$ cat config.mk
export PLATFORM = sky130hd
export DESIGN_NAME = fiar_top
export DESIGN_NICKNAME = d
export VERILOG_FILES = /design/src/hdl/fiar_pkg.sv /design/src/hdl/fiar_reg_if.sv /design/src/hdl/fiar_axil.sv /design/src/hdl/fiar_edge.sv /design/src/hdl/fiar_top.sv
export VERILOG_INCLUDE_DIRS = /design/src /design/src/hdl
export SDC_FILE = /design/constraint.sdc
export NUM_CORES = 1
export LEC_CHECK = 0
export BUFFER_PORTS_ARGS = -buffer_cell sky130_fd_sc_hd__buf_2
export CORE_MARGIN = 1.5
export CORE_UTILIZATION = 45
export CTS_BUF_LIST = sky130_fd_sc_hd__clkbuf_8
export CTS_CLUSTER_DIAMETER = 120
export DETAILED_ROUTE_END_ITERATION = 8
export GPL_TIMING_DRIVEN = 0
export PLACE_DENSITY = 0.75
export REMOVE_ABC_BUFFERS = 1
export SYNTH_ARGS = -nofsm -noshare
export SYNTH_HDL_FRONTEND = slang
export SYNTH_HIERARCHICAL = 1
export SYNTH_SLANG_ARGS = --single-unit
$ cat constraint.sdc
create_clock -name sys_clk -period 9.3 [get_ports sys_clk]
set_input_delay 0.465 -clock sys_clk [delete_from_list [all_inputs] [get_ports sys_clk]]
set_output_delay 0.465 -clock sys_clk [all_outputs]
set_load 0.005 [all_outputs]
$ cat src/hdl/fiar_defs.svh
// Function
// - Servo axis driven toward switch at feedrate.
// - Position latched at index/null, dimension loaded.
// - Out-of-range dimension refused, no success output.
// - Option bits: ignore index, no motion, null setup.
// - Digitizing or no-motion: no motion generated.
// - Trigger edge selectable, rising by default.
// - Encoder axis keeps moving until next index.
// - No-motion watches only, yet needs free queue.
// - Done flag cleared by command, set at reference.
// - No-motion reference leaves running moves untouched.
// - Null setup stores null position in drive.
// - Switch position readable: offset or resolver angle.
// - Switch edge captured in hardware, not scan.
// - Queue number of reference move reported.
// - Stepper axis commands rejected.
// Purpose: offsets, fields, reset values of the reference block
// Assumes: 32-bit AXI4-Lite, byte addresses
// Notes: definitions only
`ifndef FIAR_DEFS_SVH
`define FIAR_DEFS_SVH
// ==========================================================
// Register offsets
`define FIAR_AW 8
`define FIAR_REG_CTRL 8'h00
`define FIAR_REG_AXIS 8'h04
`define FIAR_REG_RATE 8'h08
`define FIAR_REG_DIM 8'h0C
`define FIAR_REG_OPT 8'h10
`define FIAR_REG_CFG 8'h14
`define FIAR_REG_STAT 8'h18
`define FIAR_REG_POS 8'h1C
`define FIAR_REG_SWPOS 8'h20
`define FIAR_ADDR_LAST 8'h20
// ==========================================================
// Fields
`define FIAR_CTRL_START 0
`define FIAR_CTRL_PLUS 1
`define FIAR_OPT_IGNIDX 0
`define FIAR_OPT_NOMOVE 1
`define FIAR_OPT_NULLSET 2
`define FIAR_CFG_FALL 0
`define FIAR_CFG_KIND_LO 1
`define FIAR_CFG_RESOLVER 3
`define FIAR_CFG_DDRIVE 4
`define FIAR_CFG_W 5
`define FIAR_CFG_RESET 5'h00
`define FIAR_DIM_TOP 29
`define FIAR_RESP_OK 2'h0
`define FIAR_RESP_ERR 2'h2
`endif

$ cat src/hdl/fiar_pkg.sv
// Purpose: shared types of the reference block
// Assumes: nothing
// Notes: constants live in fiar_defs.svh
package fiar_pkg;
   typedef enum {ST_IDLE, ST_SEEK, ST_HUNT} fiar_state_t;
   typedef enum logic [1:0] {KIND_SERVO, KIND_DIGITIZE, KIND_STEPPER} fiar_kind_t;
   function automatic logic [31:0] fiar_merge(input logic [31:0] old_v,
      input logic [31:0] new_v, input logic [3:0] strb);
      logic [31:0] r;
      r = old_v;
      for (int i = 0; i < 4; i++) begin
         if (strb[i]) begin
            r[i*8 +: 8] = new_v[i*8 +: 8];
         end
      end
      return r;
   endfunction
endpackage

$ cat src/hdl/fiar_reg_if.sv
// Purpose: register access path between bus slave and core
// Assumes: one clock
// Notes: write is a one-cycle strobe, read is combinational
`timescale 1ns/1ps
`include "fiar_defs.svh"
interface fiar_reg_if;
   logic wr_en;
   logic [`FIAR_AW-1:0] wr_addr;
   logic [31:0] wr_data;
   logic [3:0] wr_strb;
   logic [`FIAR_AW-1:0] rd_addr;
   logic [31:0] rd_data;
   modport bus (output wr_en, output wr_addr, output wr_data, output wr_strb,
      output rd_addr, input rd_data);
   modport core (input wr_en, input wr_addr, input wr_data, input wr_strb,
      input rd_addr, output rd_data);
endinterface

$ cat src/hdl/fiar_axil.sv
// Purpose: AXI4-Lite slave front end
// Assumes: one write and one read outstanding at most
// Notes: unmapped or misaligned address answers SLVERR
`timescale 1ns/1ps
`include "fiar_defs.svh"
module fiar_axil (
   input wire logic sys_clk,
   input wire logic rst_n,
   input wire logic ce,
   input wire logic [`FIAR_AW-1:0] awaddr,
   input wire logic awvalid,
   output logic awready,
   input wire logic [31:0] wdata,
   input wire logic [3:0] wstrb,
   input wire logic wvalid,
   output logic wready,
   output logic [1:0] bresp,
   output logic bvalid,
   input wire logic bready,
   input wire logic [`FIAR_AW-1:0] araddr,
   input wire logic arvalid,
   output logic arready,
   output logic [31:0] rdata,
   output logic [1:0] rresp,
   output logic rvalid,
   input wire logic rready,
   fiar_reg_if.bus rif
);
   logic aw_have_q, aw_have_d, w_have_q, w_have_d;
   logic [`FIAR_AW-1:0] addr_q, addr_d;
   logic [31:0] data_q, data_d;
   logic [3:0] strb_q, strb_d;
   logic bvalid_q, bvalid_d, rvalid_q, rvalid_d;
   logic [1:0] bresp_q, bresp_d, rresp_q, rresp_d;
   logic [31:0] rdata_q, rdata_d;
   logic do_wr;

   function automatic logic addr_ok(input logic [`FIAR_AW-1:0] a);
      return (a <= `FIAR_ADDR_LAST) && (a[1:0] == 2'h0);
   endfunction

   assign awready = ce & ~aw_have_q & ~bvalid_q;
   assign wready = ce & ~w_have_q & ~bvalid_q;
   assign arready = ce & ~rvalid_q;

   // ==========================================================
   // Write channel
   always_comb begin
      aw_have_d = aw_have_q | (awvalid & awready);
      addr_d = (awvalid & awready) ? awaddr : addr_q;
      w_have_d = w_have_q | (wvalid & wready);
      data_d = (wvalid & wready) ? wdata : data_q;
      strb_d = (wvalid & wready) ? wstrb : strb_q;
      bvalid_d = bvalid_q & ~bready;
      bresp_d = bresp_q;
      do_wr = aw_have_d & w_have_d & ~bvalid_q;
      if (do_wr) begin
         aw_have_d = 1'b0;
         w_have_d = 1'b0;
         bvalid_d = 1'b1;
         bresp_d = addr_ok(addr_d) ? `FIAR_RESP_OK : `FIAR_RESP_ERR;
      end
   end
   assign rif.wr_en = ce & do_wr & addr_ok(addr_d);
   assign rif.wr_addr = addr_d;
   assign rif.wr_data = data_d;
   assign rif.wr_strb = strb_d;

   // ==========================================================
   // Read channel
   assign rif.rd_addr = araddr;
   always_comb begin
      rvalid_d = rvalid_q & ~rready;
      rdata_d = rdata_q;
      rresp_d = rresp_q;
      if (arvalid & arready) begin
         rvalid_d = 1'b1;
         rdata_d = addr_ok(araddr) ? rif.rd_data : 32'h0;
         rresp_d = addr_ok(araddr) ? `FIAR_RESP_OK : `FIAR_RESP_ERR;
      end
   end

   always_ff @(posedge sys_clk) begin
      if (!rst_n) begin
         aw_have_q <= 1'b0;
         w_have_q <= 1'b0;
         addr_q <= 8'h00;
         data_q <= 32'h0;
         strb_q <= 4'h0;
         bvalid_q <= 1'b0;
         bresp_q <= 2'h0;
         rvalid_q <= 1'b0;
         rdata_q <= 32'h0;
         rresp_q <= 2'h0;
      end else if (ce) begin
         aw_have_q <= aw_have_d;
         w_have_q <= w_have_d;
         addr_q <= addr_d;
         data_q <= data_d;
         strb_q <= strb_d;
         bvalid_q <= bvalid_d;
         bresp_q <= bresp_d;
         rvalid_q <= rvalid_d;
         rdata_q <= rdata_d;
         rresp_q <= rresp_d;
      end
   end
   assign bvalid = bvalid_q;
   assign bresp = bresp_q;
   assign rvalid = rvalid_q;
   assign rdata = rdata_q;
   assign rresp = rresp_q;
endmodule

$ cat src/hdl/fiar_edge.sv
// Purpose: two-flop synchroniser with selectable edge pulse
// Assumes: pin_raw asynchronous to sys_clk
// Notes: pulse comes from second and third flops only
`timescale 1ns/1ps
`include "fiar_defs.svh"
module fiar_edge (
   input wire logic sys_clk,
   input wire logic rst_n,
   input wire logic ce,
   input wire logic pin_raw,
   input wire logic fall_sel,
   output logic edge_pulse
);
   logic [2:0] sh_q;
   logic [2:0] sh_d;
   always_comb begin
      sh_d = {sh_q[1:0], pin_raw};
   end
   always_ff @(posedge sys_clk) begin
      if (!rst_n) begin
         sh_q <= 3'h0;
      end else if (ce) begin
         sh_q <= sh_d;
      end
   end
   // Single-cycle detect of chosen edge
   assign edge_pulse = ce & (fall_sel ? (sh_q[2] & ~sh_q[1]) : (~sh_q[2] & sh_q[1]));
endmodule

$ cat src/hdl/fiar_top.sv
// Purpose: fast-input machine reference for one axis
// Assumes: feedback_pos and queue_free on sys_clk; pins asynchronous
// Notes: resolver null arrives as a pulse on index_in
`timescale 1ns/1ps
`include "fiar_defs.svh"
module fiar_top (
   input wire logic sys_clk,
   input wire logic rst_n,
   input wire logic ce,
   input wire logic [`FIAR_AW-1:0] awaddr,
   input wire logic awvalid,
   output logic awready,
   input wire logic [31:0] wdata,
   input wire logic [3:0] wstrb,
   input wire logic wvalid,
   output logic wready,
   output logic [1:0] bresp,
   output logic bvalid,
   input wire logic bready,
   input wire logic [`FIAR_AW-1:0] araddr,
   input wire logic arvalid,
   output logic arready,
   output logic [31:0] rdata,
   output logic [1:0] rresp,
   output logic rvalid,
   input wire logic rready,
   input wire logic fast_in,
   input wire logic index_in,
   input wire logic [31:0] feedback_pos,
   input wire logic queue_free,
   output logic move_en,
   output logic move_plus,
   output logic [31:0] move_rate,
   output logic [7:0] axis_id,
   output logic [7:0] queue_number,
   output logic ref_done,
   output logic [31:0] axis_position,
   output logic nv_store,
   output logic [31:0] nv_null_pos
);
   fiar_reg_if rif();
   logic fast_pulse, index_pulse;

   // ==========================================================
   // Command and configuration registers
   logic plus_q, plus_d;
   logic [7:0] axis_q, axis_d;
   logic [31:0] rate_q, rate_d, dim_q, dim_d;
   logic [15:0] opt_q, opt_d;
   logic [`FIAR_CFG_W-1:0] cfg_q, cfg_d;
   logic start;
   logic [31:0] ctrl_w;
   logic [31:0] axis_m, opt_m, cfg_m;

   // ==========================================================
   // Reference state
   fiar_pkg::fiar_state_t state_q, state_d;
   logic done_q, done_d, ok_q, ok_d, reject_q, reject_d, swvalid_q, swvalid_d;
   logic motion_q, motion_d, moving_q, moving_d, nv_q, nv_d;
   logic [7:0] queue_q, queue_d, qcnt_q, qcnt_d;
   logic [31:0] offset_q, offset_d, latch_q, latch_d, swpos_q, swpos_d;
   logic [31:0] nvpos_q, nvpos_d, pos_q, pos_d;
   logic dim_ok, accept, complete, motion_req;
   fiar_pkg::fiar_kind_t kind;

   fiar_axil u_axil (
      .sys_clk(sys_clk),
      .rst_n(rst_n),
      .ce(ce),
      .awaddr(awaddr),
      .awvalid(awvalid),
      .awready(awready),
      .wdata(wdata),
      .wstrb(wstrb),
      .wvalid(wvalid),
      .wready(wready),
      .bresp(bresp),
      .bvalid(bvalid),
      .bready(bready),
      .araddr(araddr),
      .arvalid(arvalid),
      .arready(arready),
      .rdata(rdata),
      .rresp(rresp),
      .rvalid(rvalid),
      .rready(rready),
      .rif(rif.bus)
   );

   // Switch edge captured in logic, not by software polling
   fiar_edge u_fast (
      .sys_clk(sys_clk),
      .rst_n(rst_n),
      .ce(ce),
      .pin_raw(fast_in),
      .fall_sel(cfg_q[`FIAR_CFG_FALL]),
      .edge_pulse(fast_pulse)
   );
   fiar_edge u_index (
      .sys_clk(sys_clk),
      .rst_n(rst_n),
      .ce(ce),
      .pin_raw(index_in),
      .fall_sel(1'b0),
      .edge_pulse(index_pulse)
   );

   // ==========================================================
   // Register writes
   always_comb begin
      plus_d = plus_q;
      axis_d = axis_q;
      rate_d = rate_q;
      dim_d = dim_q;
      opt_d = opt_q;
      cfg_d = cfg_q;
      start = 1'b0;
      ctrl_w = fiar_pkg::fiar_merge(32'h0, rif.wr_data, rif.wr_strb);
      axis_m = fiar_pkg::fiar_merge({24'h0, axis_q}, rif.wr_data, rif.wr_strb);
      opt_m = fiar_pkg::fiar_merge({16'h0, opt_q}, rif.wr_data, rif.wr_strb);
      cfg_m = fiar_pkg::fiar_merge({27'h0, cfg_q}, rif.wr_data, rif.wr_strb);
      if (rif.wr_en) begin
         case (rif.wr_addr)
            `FIAR_REG_CTRL: begin
               // Write of start bit is the one-cycle command
               start = ctrl_w[`FIAR_CTRL_START];
               if (rif.wr_strb[0]) begin
                  plus_d = ctrl_w[`FIAR_CTRL_PLUS];
               end
            end
            `FIAR_REG_AXIS: axis_d = axis_m[7:0];
            `FIAR_REG_RATE: rate_d = fiar_pkg::fiar_merge(rate_q, rif.wr_data, rif.wr_strb);
            `FIAR_REG_DIM: dim_d = fiar_pkg::fiar_merge(dim_q, rif.wr_data, rif.wr_strb);
            `FIAR_REG_OPT: opt_d = opt_m[15:0];
            // Edge select defaults to rising at reset
            `FIAR_REG_CFG: cfg_d = cfg_m[`FIAR_CFG_W-1:0];
            default: ;
         endcase
      end
   end

   // ==========================================================
   // Reference sequence
   assign kind = fiar_pkg::fiar_kind_t'(cfg_q[`FIAR_CFG_KIND_LO +: 2]);
   // Dimension must fit -2^29 .. 2^29-1
   assign dim_ok = (dim_q[31:`FIAR_DIM_TOP] == 3'h0) || (dim_q[31:`FIAR_DIM_TOP] == 3'h7);
   // Stepper refused; queue slot needed even without motion
   assign accept = start & dim_ok & queue_free & (kind != fiar_pkg::KIND_STEPPER);
   // Bit-flag decode of options
   assign motion_req = (kind == fiar_pkg::KIND_SERVO) & ~opt_q[`FIAR_OPT_NOMOVE];

   always_comb begin
      state_d = state_q;
      done_d = done_q;
      ok_d = ok_q;
      reject_d = reject_q;
      swvalid_d = swvalid_q;
      motion_d = motion_q;
      queue_d = queue_q;
      qcnt_d = qcnt_q;
      offset_d = offset_q;
      latch_d = latch_q;
      swpos_d = swpos_q;
      nvpos_d = nvpos_q;
      nv_d = 1'b0;
      complete = 1'b0;
      case (state_q)
         fiar_pkg::ST_SEEK: begin
            if (fast_pulse) begin
               latch_d = feedback_pos;
               if (opt_q[`FIAR_OPT_IGNIDX]) begin
                  // Load at the switch and stop now
                  offset_d = dim_q - feedback_pos;
                  swpos_d = feedback_pos;
                  swvalid_d = cfg_q[`FIAR_CFG_RESOLVER];
                  complete = 1'b1;
                  state_d = fiar_pkg::ST_IDLE;
               end else begin
                  // Encoder keeps moving to the next index
                  state_d = fiar_pkg::ST_HUNT;
               end
            end
         end
         fiar_pkg::ST_HUNT: begin
            if (index_pulse) begin
               // Position at mark takes the dimension
               offset_d = dim_q - feedback_pos;
               // Counts switch-to-index, or resolver angle at switch
               swpos_d = cfg_q[`FIAR_CFG_RESOLVER] ? latch_q : feedback_pos - latch_q;
               swvalid_d = 1'b1;
               complete = 1'b1;
               state_d = fiar_pkg::ST_IDLE;
               // Drive keeps this null in its own flash
               if (opt_q[`FIAR_OPT_NULLSET] && cfg_q[`FIAR_CFG_DDRIVE]) begin
                  nv_d = 1'b1;
                  nvpos_d = feedback_pos;
               end
            end
         end
         default: ;
      endcase
      if (start) begin
         if (accept) begin
            state_d = fiar_pkg::ST_SEEK;
            ok_d = 1'b1;
            reject_d = 1'b0;
            motion_d = motion_req;
            if (motion_req) begin
               // Number of the generated move
               qcnt_d = qcnt_q + 8'h01;
               queue_d = qcnt_q + 8'h01;
            end
         end else begin
            ok_d = 1'b0;
            reject_d = 1'b1;
         end
      end
      // A completion in the same cycle as a command keeps done set
      if (complete) begin
         done_d = 1'b1;
      end else if (accept) begin
         done_d = 1'b0;
      end
      // Only the own reference move is driven; other moves untouched
      moving_d = motion_d & (state_d != fiar_pkg::ST_IDLE);
      // Position follows feedback through the reference offset
      pos_d = feedback_pos + offset_q;
   end

   always_ff @(posedge sys_clk) begin
      if (!rst_n) begin
         plus_q <= 1'b0;
         axis_q <= 8'h00;
         rate_q <= 32'h0;
         dim_q <= 32'h0;
         opt_q <= 16'h0;
         cfg_q <= `FIAR_CFG_RESET;
         state_q <= fiar_pkg::ST_IDLE;
         done_q <= 1'b0;
         ok_q <= 1'b0;
         reject_q <= 1'b0;
         swvalid_q <= 1'b0;
         motion_q <= 1'b0;
         moving_q <= 1'b0;
         nv_q <= 1'b0;
         queue_q <= 8'h00;
         qcnt_q <= 8'h00;
         offset_q <= 32'h0;
         latch_q <= 32'h0;
         swpos_q <= 32'h0;
         nvpos_q <= 32'h0;
         pos_q <= 32'h0;
      end else if (ce) begin
         plus_q <= plus_d;
         axis_q <= axis_d;
         rate_q <= rate_d;
         dim_q <= dim_d;
         opt_q <= opt_d;
         cfg_q <= cfg_d;
         state_q <= state_d;
         done_q <= done_d;
         ok_q <= ok_d;
         reject_q <= reject_d;
         swvalid_q <= swvalid_d;
         motion_q <= motion_d;
         moving_q <= moving_d;
         nv_q <= nv_d;
         queue_q <= queue_d;
         qcnt_q <= qcnt_d;
         offset_q <= offset_d;
         latch_q <= latch_d;
         swpos_q <= swpos_d;
         nvpos_q <= nvpos_d;
         pos_q <= pos_d;
      end
   end

   // ==========================================================
   // Outputs and read mux
   assign move_en = moving_q;
   assign move_plus = plus_q;
   assign move_rate = rate_q;
   assign axis_id = axis_q;
   assign queue_number = queue_q;
   assign ref_done = done_q;
   assign axis_position = pos_q;
   assign nv_store = nv_q;
   assign nv_null_pos = nvpos_q;

   always_comb begin
      case (rif.rd_addr)
         `FIAR_REG_CTRL: rif.rd_data = {30'h0, plus_q, 1'b0};
         `FIAR_REG_AXIS: rif.rd_data = {24'h0, axis_q};
         `FIAR_REG_RATE: rif.rd_data = rate_q;
         `FIAR_REG_DIM: rif.rd_data = dim_q;
         `FIAR_REG_OPT: rif.rd_data = {16'h0, opt_q};
         `FIAR_REG_CFG: rif.rd_data = {27'h0, cfg_q};
         `FIAR_REG_STAT: rif.rd_data = {16'h0, queue_q, 3'h0, swvalid_q, reject_q,
            (state_q != fiar_pkg::ST_IDLE), ok_q, done_q};
         `FIAR_REG_POS: rif.rd_data = pos_q;
         `FIAR_REG_SWPOS: rif.rd_data = swpos_q;
         default: rif.rd_data = 32'h0;
      endcase
   end
endmodule

==> results.yml <==
run_status:
  status: "finished clean"
critical_path:
  slowest_delay_ns: 0.64
  regToRegStartpoint: "u_axil/bvalid"
  crit_required_ns: 9.89
  crit_chain: "buf_4, buf_16, and4bb_2, mux2i_1, inv_1, or4_4, nor4_2, nand2_2, nor4_4, nand4_4, or3_1, a21oi_1"
  criticalPathCategory: "input pin to flip-flop"
  rr_endpoint: "qcnt_q[7]"
  cp-start-kind: "input pin"
  cp_slowest_cell: "nor4_4"
  ff2ff_path_depth: 10
  r2r_setup_slack_ns: 5.28
  cp.arrival_ns: 4.68
  endpoint_kind: "flip-flop"
  crit_fanout: 45
yosys:
  ys_seq_area_share_pct: 38.00
  yosys.cell_types.count: 86
  synth_async_sr_flop_share_pct: 0
  ys_ff_latch: 389
  synth-edff-count: 0
  synth.avg_cell_area_um2: 8.600
  syn_area_um2: 20490
  ys.flop_type: "dfxtp_1"
  netlist_instances: 2383
  ys.warnings.count: 6
clock_network:
  cts_resized: 0
  postCtsSetupRepairBufs: 0
  postCtsHoldBufs: 0
  cts_tree: "done"
  clk_pin_slew_ns: 0.06
  clock-sinks: 389
  ctsRootBufferMaster: "clkbuf_8"
  h-tree-depth: 3
  cts_inserted_buffers: 71
  max-clock-path-buffers: 3
  insertion_delay_ns: 0.68
drt:
  postRouteAntennaNets: 0
  firstDrtPassIters: 9
  detail_route.drc_violations: 0
  wire_per_inst_um: 20.31
  vias: 18910
  drt-initial-drc-count: 1761
  wl_mm: 65.78
  vias_per_cell: 5.837
sta:
  worst_slack_ns: 5.202
  worst_clock_skew_ns: 0.03503
  finalCritPeriodShare_pct: 44.07
  maxSlewViolCount: 0
  hold_viol: 0
  hold_ws_ns: 0.06095
  setup_viol: 0
  fmax_mhz: 244.0
  maxSlewHeadroom_pct: 19.37
  rsz0062_at_grt: "false"
  period_minus_slack_ns: 4.098
  worst_slew_pin_slew_ns: 1.209
global_route:
  grt_use_total_pct: 27.50
  grt_max_degree: 101
  grt_overflow: 0
  antenna_found_initial: 3
  grt_pass1_wl_mm: 101.3
  first_global_vias: 18040
place:
  gp_congestion: 0.8842
  preCtsSetupSlack_ns: 4.622
  hpwlAfterDp_mm: 47.63
  port_buffers: 249
layout:
  final_net_count: 2778
  multi_input_area_um2: 11770
  area.growth.synth_to_final_pct: 15.89
  fill_cells: 4144
  drive_above_1_share_pct: 16.96
  register_area_um2: 7789
min_path:
  hp-class: "input pin to flip-flop"
  whs_endpoint: "u_index/sh_q[0]"
  hp-start: "index_in"
  holdPathStages: 3
power_and_ir_drop:
  p_per_area_nw_per_um2: 155.3
  leakage_uw: 0.01047
  irDropWorstVdd_mv: 0.08393
die:
  num_rows: 78
  die_w_um: 216.4
  dieArea_um2: 46830
  coreArea_um2: 45190
  start_util_pct: 45.35
  io_pins: 252
  die_h_um: 216.4
job:
  maxCapViolCount: 0
[worst max path at each step]
stage	from	to	slack [ns]	cells past startpoint
2_1_floorplan	rst_n	axis_position[20]	3.71	4
3_3_place_gp	rst_n	axis_position[20]	-2.16	5
3_5_place_dp	ce	qcnt_q[7]	4.62	12
4_1_cts	ce	qcnt_q[7]	5.33	12
5_1_grt	ce	qcnt_q[5]	5.06	12
6_report	ce	qcnt_q[7]	5.20	12
[worst max-delay path, delay by kind of cell]
| family | cells | cell delay [ns] |
|---|---|---|
| AND/OR/NAND/NOR | 7 | 2.93 |
| AO/OA/AOI/OAI | 1 | 0.16 |
| buffers and inverters | 3 | 0.70 |
| multiplexers | 1 | 0.33 |
[layer usage]
metal | vias to the layer above | track usage [%] | routed length [µm]
met4 | 2 | 12.59 | 2401
met5 | - | 0 | 12
li1 | 8903 | - | -
met2 | 832 | 42.28 | 29070
met3 | 147 | 4.996 | 5185
met1 | 9022 | 37.43 | 29110
[where the power goes]
| part | switching [µW] | internal, µW | total, µW |
|---|---|---|---|
| sequential | 15.0 | 1690 | 1700 |
| combinational | 202 | 125 | 327 |
| clock | 759 | 900 | 1660 |
| total | 976 | 2710 | 3690 |
[through the flow]
| stage | utilization (%) | total power [µW] | instances | TNS (ns) | instance area, µm² |
|---|---|---|---|---|---|
| after floorplan | - | 1924 | 2243 | 0 | 19860 |
| after global placement | 48.36 | 2041 | 3092 | -241.32 | 21850 |
| after detailed placement | 49.28 | 2058 | 3112 | 0 | 22270 |
| after CTS | 52.48 | 3718 | 3235 | 0 | 23710 |
| after global routing | 52.56 | 3830 | 3238 | 0 | 23750 |
| final | 52.56 | 3689 | 3239 | 0 | 23750 |
[placed cells by master (no fill, tap or decap), types with 24 or more instances in the layout]
master,n
inv_1,114
nor2_1,242
o21ai_0,76
xor2_1,37
a222oi_1,24
and2_1,49
nor2b_1,50
xnor2_1,43
nand2_1,225
mux2i_1,167
ha_1,94
a31oi_1,26
a21o_1,32
a22oi_1,74
nand3_1,60
mux2_2,34
dfxtp_1,388
buf_2,247
a21oi_1,160
nor3_1,32
and3_1,46
o211ai_1,33
clkbuf_8,86
[final cells by class]
cell class | count | area share [%]
Timing Repair Buffer | 270 | 6.838
Clock inverter | 37 | 1.101
Sequential cell | 389 | 32.79
Clock buffer | 86 | 4.984
Inverter | 97 | 1.554
Tap cell | 600 | 3.161
Antenna cell | 3 | 0.03161
Multi-Input combinational cell | 1757 | 49.54
[cell families (layout without fill, tap and decap cells)]
logic type,Yosys count,count (layout),share of synthesized area [%]
and+or+nand+nor,823,823,19.45
AOI/OAI and AO/OA,541,541,17.52
DFF,389,389,38.00
buffers and inverters,239,490,4.921
muxes,212,212,10.63
adders and majority gates,97,97,6.032
xor gates and xnor gates,80,80,3.419
other,2,7,0.03665
[cells in the mapped netlist (24+ instances only)]
master    number  share of area [%]
xnor2_1       43                1.8
and3_1        47                1.4
o211ai_1      33                1.2
nand2_1      225                4.1
nand3_1       61                1.5
a21o_1        32                1.2
a31oi_1       26               0.79
nor2_1       248                4.5
and2_1        50                1.5
clkbuf_1     105                1.9
mux2_2        34                1.9
a21oi_1      160                3.9
nor2b_1       50                1.5
ha_1          94                5.7
mux2i_1      167                8.2
a22oi_1       74                2.7
o21ai_0       76                1.9
a222oi_1      24                1.2
inv_1         94                1.7
xor2_1        37                1.6
dfxtp_1      389                 38
nor3_1        33               0.81
(Power assumes the default switching activity.)
